File: src/rtl/dsr_pkg.sv
// Package for the debug status register block: map, fields, resets, timing
package dsr_pkg;
   // Register location in the debug map
   localparam logic [15:0] DSR_ADDR        = 16'hFF01;
   // Field positions
   localparam int          DSR_BIT_ENABLE  = 7;
   localparam int          DSR_BIT_ACTIVE  = 6;
   localparam int          DSR_BIT_TAG     = 5;
   localparam int          DSR_BIT_SDV     = 4;
   localparam int          DSR_BIT_STEP    = 3;
   localparam int          DSR_BIT_CLKSEL  = 2;
   localparam int          DSR_BIT_UNSECURE_FLAG   = 1;
   // Value after reset (all flags clear)
   localparam logic [7:0]  DSR_RESET       = 8'h00;
   // Tag arming delay in debug cycles
   localparam int          DSR_TAG_CYCLES  = 16;
   localparam logic [4:0]  DSR_TAG_CNT     = 5'(DSR_TAG_CYCLES);
   // Clock switch settling time in debug cycles
   localparam int          DSR_CLK_CYCLES  = 150;
   localparam logic [7:0]  DSR_CLK_CNT     = 8'(DSR_CLK_CYCLES);

   // Source of a register write
   typedef enum logic [1:0] {
      DSR_SRC_HW,          // Debug hardware write command
      DSR_SRC_FW,          // Standard debug firmware store
      DSR_SRC_SECFW,       // Secure debug firmware store
      DSR_SRC_OTHER        // Any other master
   } dsr_src_e;

   // Register access request
   typedef struct packed {
      logic        wr;
      logic        rd;
      logic [15:0] addr;
      logic [7:0]  wdata;
      dsr_src_e    src;
      logic        exit_store;  // Timed firmware exit store
   } dsr_req_s;

   // Command-side events from the serial engine
   typedef struct packed {
      logic enter;        // Debug mode entered
      logic tag_go;       // Tag-go command executed
      logic cmd_rcvd;     // Any command recognized
      logic cmd_step;     // Recognized command is single step
      logic fw_rd_done;   // Firmware read data sent
      logic fw_wr_done;   // Firmware write data received
   } dsr_evt_s;
endpackage

File: src/rtl/dsr_delay.sv
// Countdown delay used for tag arming and clock switch settling
`timescale 1ns/1ps
module dsr_delay #(
   parameter int W = 8
) (
   input  wire logic         i_sys_clk,
   input  wire logic         i_reset_n,
   input  wire logic         i_start,    // Restart the countdown
   input  wire logic [W-1:0] i_count,    // Cycles to wait
   output logic              o_busy,     // Counting
   output logic              o_done      // One-cycle pulse at the end
);
   logic [W-1:0] cnt_r;                  // Remaining cycles

   // Load on start, count down to zero, pulse on the last step
   always_ff @(posedge i_sys_clk) begin
      if (!i_reset_n) begin
         cnt_r  <= '0;
         o_done <= 1'b0;
      end else if (i_start) begin
         cnt_r  <= i_count;
         o_done <= 1'b0;
      end else begin
         o_done <= (cnt_r == W'(1));
         if (cnt_r != '0) begin
            cnt_r <= cnt_r - W'(1);
         end
      end
   end

   assign o_busy = (cnt_r != '0);
endmodule

File: src/rtl/dsr_status.sv
// Debug status register with its flags, write guards and secure read view
//
// What this block does
// - Enable bit gates active entry; hardware commands unaffected
// - Special mode: enable set after reset, unless secured without a finished, passed erase
// - Only hardware sets active flag on entry
// - Only firmware exit store clears active flag
// - Tag flag set by tag-go, cleared on entry
// - Serial off, tagging on, 16 cycles later
// - Shift-valid set after firmware data phase
// - Shift-valid cleared on next command or exit
// - Step flag follows back-to-back single-step commands
// - Clock select written only by debug writes
// - Register at 0xFF01, readable in all modes
// - Special mode enable reads one when permitted
// - Special mode unsecure reads one when secured-erased
// - Clock select takes effect after 150 cycles
// - Unsecure writable by secure firmware in special mode only, resets zero
`timescale 1ns/1ps
module dsr_status
   import dsr_pkg::*;
(
   input  wire logic            i_sys_clk,
   input  wire logic            i_reset_n,
   input  wire dsr_pkg::dsr_req_s i_req,        // Register access
   input  wire dsr_pkg::dsr_evt_s i_evt,        // Serial engine events
   input  wire logic            i_enter_req,    // Request to go active
   input  wire logic            i_special_mode, // Special single-chip mode
   input  wire logic            i_secured,      // Part is secured
   input  wire logic            i_erase_ok,     // Erase verify passed
   input  wire logic            i_erase_done,   // Erase verify finished
   output logic [7:0]           o_rdata,        // Read data
   output logic                 o_rvalid,       // Read data valid pulse
   output logic                 o_enter_ok,     // Entry may proceed
   output logic                 o_fw_map,       // Firmware table mapped
   output logic                 o_serial_en,    // Serial commands allowed
   output logic                 o_tag_active,   // Instruction tagging on
   output logic                 o_clk_sel,      // Clock select in effect
   output logic                 o_clk_busy      // Clock switch settling
);
   import dsr_pkg::*;

   logic       enable_r;        // Debug enable flag
   logic       active_r;        // Debug active flag
   logic       tag_r;           // Tagging enable flag
   logic       sdv_r;           // Shift data valid flag
   logic       step_r;          // Single-step flag
   logic       clksel_r;        // Clock select as written
   logic       clksel_eff_r;    // Clock select after settling
   logic       unsecure_flag_r;         // Unsecure flag
   logic       boot_r;          // Special-mode enable still pending
   logic       tag_armed_r;     // Tagging running, serial off
   logic       hit;             // Access addresses this register
   logic       dbg_wr;          // Write from hardware or firmware
   logic       tag_done;        // Tag arming delay finished
   logic       clk_done;        // Clock settle finished
   logic       tag_start;       // Tag flag written to one
   logic       clk_start;       // Clock select changed
   logic       exit_clr;        // Firmware exit clears active
   logic [7:0] status;          // Assembled register image

   assign hit    = (i_req.addr == DSR_ADDR);
   assign dbg_wr = hit && i_req.wr &&
                   (i_req.src == DSR_SRC_HW || i_req.src == DSR_SRC_FW);
   assign exit_clr = hit && i_req.wr && i_req.src == DSR_SRC_FW &&
                     i_req.exit_store &&
                     !i_req.wdata[DSR_BIT_ACTIVE];

   // Enable flag; boot pending until secure checks allow the set
   always_ff @(posedge i_sys_clk) begin
      if (!i_reset_n) begin
         enable_r <= 1'b0;
         boot_r   <= 1'b1;
      end else if (boot_r && i_special_mode &&
                   (!i_secured || (i_erase_done && i_erase_ok))) begin
         enable_r <= 1'b1;
         boot_r   <= 1'b0;
      end else if (dbg_wr) begin
         enable_r <= i_req.wdata[DSR_BIT_ENABLE];
         if (!i_special_mode || !i_secured || i_erase_done) begin
            boot_r <= 1'b0;           // Stop waiting once decided
         end
      end else if (!i_special_mode || (i_secured && i_erase_done)) begin
         boot_r <= 1'b0;              // Failed erase leaves flag clear
      end
   end

   // Entry is refused while disabled; hardware commands run regardless
   assign o_enter_ok = i_enter_req && enable_r && !active_r;

   // Active flag: set by entry only, cleared by the exit store only
   always_ff @(posedge i_sys_clk) begin
      if (!i_reset_n) begin
         active_r <= 1'b0;
      end else if (o_enter_ok || i_evt.enter) begin
         active_r <= 1'b1;
      end else if (exit_clr) begin
         active_r <= 1'b0;
      end
   end
   assign o_fw_map = active_r;

   // Tagging flag: entry clears, tag-go or a write sets
   always_ff @(posedge i_sys_clk) begin
      if (!i_reset_n) begin
         tag_r <= 1'b0;
      end else if (o_enter_ok || i_evt.enter) begin
         tag_r <= 1'b0;
      end else if (i_evt.tag_go) begin
         tag_r <= 1'b1;
      end else if (dbg_wr) begin
         tag_r <= i_req.wdata[DSR_BIT_TAG];
      end
   end

   assign tag_start = i_evt.tag_go ||
                      (dbg_wr && i_req.wdata[DSR_BIT_TAG]);

   // Arming delay so the tag-go answer can finish on the wire
   dsr_delay #(.W(5)) u_tag_delay (
      .i_sys_clk (i_sys_clk),
      .i_reset_n (i_reset_n),
      .i_start   (tag_start),
      .i_count   (DSR_TAG_CNT),
      .o_busy    (),
      .o_done    (tag_done)
   );

   // Tagging runs until the flag drops (entry through a tag hit)
   always_ff @(posedge i_sys_clk) begin
      if (!i_reset_n) begin
         tag_armed_r <= 1'b0;
      end else if (!tag_r) begin
         tag_armed_r <= 1'b0;
      end else if (tag_done) begin
         tag_armed_r <= 1'b1;
      end
   end
   assign o_tag_active = tag_armed_r;
   assign o_serial_en  = !tag_armed_r;

   // Shift-valid: set wins over clear so a finished phase is not lost
   always_ff @(posedge i_sys_clk) begin
      if (!i_reset_n) begin
         sdv_r <= 1'b0;
      end else if (i_evt.fw_rd_done || i_evt.fw_wr_done) begin
         sdv_r <= 1'b1;
      end else if (i_evt.cmd_rcvd || exit_clr) begin
         sdv_r <= 1'b0;
      end else if (dbg_wr) begin
         sdv_r <= i_req.wdata[DSR_BIT_SDV];
      end
   end

   // Single-step flag follows the kind of each recognized command
   always_ff @(posedge i_sys_clk) begin
      if (!i_reset_n) begin
         step_r <= 1'b0;
      end else if (i_evt.cmd_rcvd) begin
         step_r <= i_evt.cmd_step;
      end else if (dbg_wr) begin
         step_r <= i_req.wdata[DSR_BIT_STEP];
      end
   end

   // Clock select accepts debug writes only; other masters ignored
   always_ff @(posedge i_sys_clk) begin
      if (!i_reset_n) begin
         clksel_r <= 1'b0;
      end else if (dbg_wr) begin
         clksel_r <= i_req.wdata[DSR_BIT_CLKSEL];
      end
   end

   assign clk_start = dbg_wr &&
                      (i_req.wdata[DSR_BIT_CLKSEL] != clksel_r);

   // Settling delay before the new clock is guaranteed
   dsr_delay #(.W(8)) u_clk_delay (
      .i_sys_clk (i_sys_clk),
      .i_reset_n (i_reset_n),
      .i_start   (clk_start),
      .i_count   (DSR_CLK_CNT),
      .o_busy    (o_clk_busy),
      .o_done    (clk_done)
   );

   // Effective select moves only after the settling time
   always_ff @(posedge i_sys_clk) begin
      if (!i_reset_n) begin
         clksel_eff_r <= 1'b0;
      end else if (clk_done) begin
         clksel_eff_r <= clksel_r;
      end
   end
   assign o_clk_sel = clksel_eff_r;

   // Unsecure: secure firmware in special mode only
   always_ff @(posedge i_sys_clk) begin
      if (!i_reset_n) begin
         unsecure_flag_r <= 1'b0;
      end else if (hit && i_req.wr && i_req.src == DSR_SRC_SECFW &&
                   i_special_mode) begin
         unsecure_flag_r <= i_req.wdata[DSR_BIT_UNSECURE_FLAG];
      end
   end

   // Read image; secure special mode shows erase outcome
   always_comb begin
      status                 = DSR_RESET;   // Bit 0 stays zero
      status[DSR_BIT_ENABLE] = enable_r;
      status[DSR_BIT_ACTIVE] = active_r;
      status[DSR_BIT_TAG]    = tag_r;
      status[DSR_BIT_SDV]    = sdv_r;
      status[DSR_BIT_STEP]   = step_r;
      status[DSR_BIT_CLKSEL] = clksel_r;
      status[DSR_BIT_UNSECURE_FLAG]  = unsecure_flag_r;
      if (i_special_mode) begin
         status[DSR_BIT_ENABLE] = enable_r &&
                                  (!i_secured || i_erase_ok);
         status[DSR_BIT_UNSECURE_FLAG]  = i_secured && i_erase_ok;
      end
   end

   // Registered read data, any source, any mode
   always_ff @(posedge i_sys_clk) begin
      if (!i_reset_n) begin
         o_rdata  <= 8'h00;
         o_rvalid <= 1'b0;
      end else begin
         o_rvalid <= hit && i_req.rd;
         if (hit && i_req.rd) begin
            o_rdata <= status;
         end
      end
   end
endmodule

File: config.mk
export PLATFORM = sky130hd
export DESIGN_NAME = dsr_status
export DESIGN_NICKNAME = d
export VERILOG_FILES = /design/src/rtl/dsr_pkg.sv /design/src/rtl/dsr_delay.sv /design/src/rtl/dsr_status.sv
export SDC_FILE = /design/constraint.sdc
export NUM_CORES = 1
export LEC_CHECK = 0
export BUFFER_PORTS_ARGS = -buffer_cell sky130_fd_sc_hd__buf_2
export CORE_ASPECT_RATIO = 0.9
export CORE_MARGIN = 5
export CORE_UTILIZATION = 40
export DETAILED_ROUTE_END_ITERATION = 8
export GPL_ROUTABILITY_DRIVEN = 0
export PLACE_DENSITY = 0.76
export SLEW_MARGIN = 20
export SYNTH_ARGS = -nofsm -noshare
export SYNTH_HDL_FRONTEND = slang
export SYNTH_HIERARCHICAL = 1
export SYNTH_SLANG_ARGS = --single-unit
export TNS_END_PERCENT = 5
File: constraint.sdc
create_clock -name i_sys_clk -period 3.35 [get_ports i_sys_clk]
set_clock_uncertainty 0.2 [all_clocks]
set_input_delay 0.1675 -clock i_sys_clk [delete_from_list [all_inputs] [get_ports i_sys_clk]]
set_output_delay 0.1675 -clock i_sys_clk [all_outputs]
set_load 0.1 [all_outputs]
Yosys cells after proc, flatten, opt, wreduce, memory -nomap -nowiden
Index checks and enable logic that the tools add are counted.
{"block": "totals", "reg_bits": 33, "latchBits": 0, "ram_bits": 0, "mem_bits_ro": 0, "in_bits": 42, "output_inout_bits": 15, "word_cells": 98, "n_memories": 0}
{"block": "op_classes", "n_addsub": 2, "mul": 0, "div_mod_pow": 0, "n_lt_le_gt_ge": 0, "eq_ne": 7, "shifts": 0, "mux": 21, "bitwise_logic": 1, "reduce_logical": 49}
{"cell": "1-bit logical AND", "n": 18}
{"cell": "1-bit two-way mux", "n": 17}
{"cell": "16-bit == test (second input constant)", "n": 1}
{"cell": "8-bit two-way mux", "n": 2}
{"cell": "2-bit nonzero test", "n": 6}
{"cell": "1-bit logical OR", "n": 10}
{"cell": "5-bit two-way mux", "n": 2}
{"cell": "8-bit by 1-bit == test with 1-bit output (second input constant)", "n": 1}
{"cell": "8-bit nonzero test", "n": 1}
{"cell": "8-bit by 1-bit subtractor with 8-bit output (second input constant)", "n": 1}
{"cell": "3-bit nonzero test", "n": 2}
{"cell": "2-bit OR reduction", "n": 3}
{"cell": "5-bit by 1-bit == test with 1-bit output (second input constant)", "n": 1}
{"cell": "1-bit zero test", "n": 5}
{"cell": "5-bit nonzero test", "n": 1}
{"cell": "5-bit by 1-bit subtractor with 5-bit output (second input constant)", "n": 1}
{"cell": "2-bit AND reduction", "n": 2}
{"cell": "3-bit by 1-bit inequality test with 1-bit output (second input constant)", "n": 1}
{"cell": "2-bit by 1-bit == test with 1-bit output (second input constant)", "n": 1}
{"cell": "2-bit == test (second input constant)", "n": 1}
{"cell": "2-bit zero test", "n": 1}
{"cell": "1-bit inequality test", "n": 1}
{"cell": "1-bit inverter", "n": 1}

Logic depth before layout (Yosys ltp)
{"block": "logic_depth", "depth_word": 8, "depth_mapped": 9, "mapped_depth_nobuf": 6}

Hierarchy
Netlist, hierarchy kept.
{"mod": "dsr_status", "instances": 1, "cells_per_inst": 101, "area_each_um2": 847.1, "seq_area_each_um2": 360.3}
{"mod": "dsr_delay (u_clk_delay)", "instances": 1, "cells_per_inst": 56, "area_each_um2": 513.0, "seq_area_each_um2": 180.2}
{"mod": "dsr_delay (u_tag_delay)", "instances": 1, "cells_per_inst": 37, "area_each_um2": 336.6, "seq_area_each_um2": 120.1}

Least setup slack after synthesis
OpenSTA, ideal clock, no wires.
{"block": "synth_timing", "path_type": "register to register", "from": "register active_r (netlist: o_fw_map)", "to": "register tag_r", "arrival_ns": 2.409, "required_time_ns": 3.034, "path_slack_ns": 0.625, "stages_incl_launch_ff": 4, "path_buffers": 0, "path_cell_list": "dfxtp_1 > nor2_1 > nor2_1 > o211a_1"}
{"block": "synth_between", "elab_chain_cells": 4}
{"element": "from (decl)", "line_no": "dsr_status.sv:44", "text": "logic active_r;"}
{"element": "from (signal assigned)", "line_no": "dsr_status.sv:94", "text": "active_r <= 1'b0;"}
{"element": "from (signal assigned)", "line_no": "dsr_status.sv:96", "text": "active_r <= 1'b1;"}
{"element": "from (signal assigned)", "line_no": "dsr_status.sv:98", "text": "active_r <= 1'b0;"}
{"element": "1-bit zero test", "line_no": "dsr_status.sv:89", "text": "assign o_enter_ok = i_enter_req && enable_r && !active_r;"}
{"element": "1-bit logical AND", "line_no": "dsr_status.sv:89"}
{"element": "named net o_enter_ok", "line_no": "dsr_status.sv:34", "text": "output logic o_enter_ok,"}
{"element": "1-bit logical OR", "line_no": "dsr_status.sv:107", "text": "end else if (o_enter_ok || i_evt.enter) begin"}
{"element": "2-bit OR reduction (no line)"}
{"element": "to (signal assigned)", "line_no": "dsr_status.sv:112", "text": "tag_r <= i_req.wdata[DSR_BIT_TAG];"}
{"element": "to (decl)", "line_no": "dsr_status.sv:45", "text": "logic tag_r;"}
The timed path passes the listed nets, and every way through them passes these cells.
A chain may end at the register's enable or synchronous reset.

Worst setup path in the final report
{"block": "layout_timing", "from": "input port i_req[14] (netlist name)", "to": "register step_r"}
{"block": "layout_between", "elab_chain_cells": 4}
{"element": "from (decl)", "line_no": "dsr_status.sv:25", "text": "input wire dsr_pkg::dsr_req_s i_req,"}
{"element": "16-bit == test", "line_no": "dsr_status.sv:62", "text": "assign hit = (i_req.addr == DSR_ADDR);"}
{"element": "1-bit logical AND (2 in series)", "line_no": "dsr_status.sv:63", "text": "assign dbg_wr = hit && i_req.wr &&"}
{"element": "2-bit nonzero test (no line)"}
{"element": "to (signal assigned)", "line_no": "dsr_status.sv:160", "text": "step_r <= i_evt.cmd_step;"}
{"element": "to (signal assigned)", "line_no": "dsr_status.sv:162", "text": "step_r <= i_req.wdata[DSR_BIT_STEP];"}
{"element": "to (decl)", "line_no": "dsr_status.sv:47", "text": "logic step_r;"}
No other way between the ends.

==> flow_metrics.env <==
export IMPL_cts_resized=0
export IMPL_p_per_area_mw_per_mm2=629
export IMPL_worstHoldPathCells=4
export IMPL_setup_tns_ps=0
export IMPL_crit_arrival_ps=2460
export IMPL_dpl_cell_area_mm2=0.00205
export IMPL_final_hold_violation_count=0
export IMPL_core_area_mm2=0.00407
export IMPL_cts_sinks=33
export IMPL_io_buffers=54
export IMPL_hp_class="in -> reg"
export IMPL_cts_tree="built"
export IMPL_dr_pass1_iters=4
export IMPL_cts_buffers=5
export IMPL_cp_end_kind="register"
export IMPL_rr_startpoint="u_clk_delay/cnt_r[2]"
export IMPL_io_pins=57
export IMPL_netlist_instances=193
export IMPL_htreeDepth=2
export IMPL_grt_setup_unrepaired="no"
export IMPL_setup_viol=0
export IMPL_hold_end="sdv_r"
export IMPL_clkLatencyLatePin_ps=280
export IMPL_p_leak_nw=0.975
export IMPL_largest_register_ffs=8
export IMPL_area_growth_pct=33.9
export IMPL_r2r_cells=4
export IMPL_synth_avg_cell_area_um2=8.77
export IMPL_dieArea_mm2=0.00564
export IMPL_num_antenna_cells=0
export IMPL_worst_slack_ps=859
export IMPL_regMostFlops="u_clk_delay/cnt_r"
export IMPL_grt_pass1_vias=1529
export IMPL_drc=0
export IMPL_ant_nets=0
export IMPL_post_drt_wl_per_cell_um=12.6
export IMPL_worst_slew_margin_rel_pct=64.8
export IMPL_period_share_pct=74.3
export IMPL_crit_required_ps=3320
export IMPL_status="completed"
export IMPL_slew_viol_final=0
export IMPL_overflow=0
export IMPL_row_count=22
export IMPL_n_fill_cell=389
export IMPL_fin_cells=319
export IMPL_fin_nets=317
export IMPL_ir_drop_uv=265
export IMPL_r2r_end="u_clk_delay/cnt_r[1]"
export IMPL_start_util_pct=41.6
export IMPL_post_route_util_pct=55.7
export IMPL_dp_worst_setup_slack_ps=840
export IMPL_holdCritStartpoint="i_evt[3]"
export IMPL_grt_start_max_net_pins=25
export IMPL_vias_per_cell=5.08
export IMPL_r2r_setup_slack_ps=1120
export IMPL_critPathMaxFanout=14
export IMPL_cts_setup_buffers=0
export IMPL_max_slew_worst_pin_slew_ps=526
export IMPL_via_count=1619
export IMPL_grtUsageTotal_pct=14.6
export IMPL_wl_um=4010
export IMPL_ctsRootBufferMaster="clkbuf_8"
export IMPL_placed_cells=301
export IMPL_antenna_found_initial=0
export IMPL_drive_gt1_share_pct=26.9
export IMPL_hpwl_um=2890
export IMPL_maxCapViolCount=0
export IMPL_netlist_area_mm2=0.00169
export IMPL_finalInstanceArea_mm2=0.00227
export IMPL_dieWidth_um=78.6
export IMPL_start_kind="primary input"
export IMPL_synth_warnings=6
export IMPL_layout_min_cycle_time_ps=2490
export IMPL_grt_pass1_wl_um=6660
export IMPL_reg_top3="u_clk_delay/cnt_r: 8 flops, o_rdata: 7 flops, u_tag_delay/cnt_r: 5 flops"
export IMPL_clk_pin_slew_ps=70
export IMPL_die_height_um=71.7
export IMPL_clock_path_buffers=2
export IMPL_fmax_ghz=0.402
export IMPL_drt_iter0_markers=111
export IMPL_worstSetupPathType="in -> reg"
through the flow:
stage / power [mW] / hold WS [ps]
after floorplan: 0.941 / 29.4
after global placement: 1.03 / 199
after detailed placement: 1.04 / 195
after CTS: 1.44 / 18.2
after global routing: 1.52 / 37.7
final: 1.43 / 24.9
per-layer routing:
metal | part of all wire (%) | global-route usage, % | vias to the layer above
li1 | - | - | 843
met2 | 48 | 24.6 | 32
met3 | 4.6 | 3.77 | 7
met5 | 0 | 0 | -
met1 | 46 | 17.7 | 737
met4 | 1.5 | 6.21 | 0
layout by cell type (no fill, tap or decap), drive strengths merged, types with 7 or more instances in the layout:
cell type	instances
o21ai	14
nand2	10
inv	13
nand3	22
conb	14
buf	57
xnor2	9
dlygate4sd3	10
dfxtp	33
a21oi	12
clkbuf	7
repair_timing:
item,in CTS,in global routing
hold buffers,10,0
endpoints found under the hold margin,8,0
setup endpoints to repair,0,0
worst max-delay path: stages:
cell           delay (ps)
buf_2                 100
or4_4                 530
or4_1                 580
buf_4                 210
o21ai_0               210
a31oi_1               110
dlygate4sd3_1         560
cell type report:
| type | instances | area (um^2) | share of cell area, % |
|---|---|---|---|
| Multi-Input combinational cell | 150 | 988 | 43.6 |
| Clock inverter | 1 | 30.0 | 1.32 |
| Clock buffer | 7 | 86.3 | 3.81 |
| Tap cell | 48 | 60.1 | 2.65 |
| Timing Repair Buffer | 67 | 393 | 17.3 |
| Sequential cell | 33 | 661 | 29.1 |
| Inverter | 13 | 48.8 | 2.15 |
worst max-delay path by stage:
stage                         startpoint              endpoint  slack [ps]  depth (start not counted)
floorplan                       o_fw_map                 tag_r         620                          3
global placement               i_req[14]  u_clk_delay/cnt_r[6]         840                          7
detailed placement             i_req[14]  u_clk_delay/cnt_r[6]         840                          7
CTS                 u_clk_delay/cnt_r[2]            o_clk_busy         830                          4
global route        u_clk_delay/cnt_r[2]            o_clk_busy         720                          4
finish                         i_req[14]                step_r         860                          7
where the power goes:
part	internal, mW	leakage (nW)	switching [mW]	total (mW)
sequential	0.452	0.270	0.0597	0.512
combinational	0.238	0.647	0.294	0.532
clock	0.242	0.0585	0.139	0.382
Note: power is estimated with default switching activity, not from simulation.
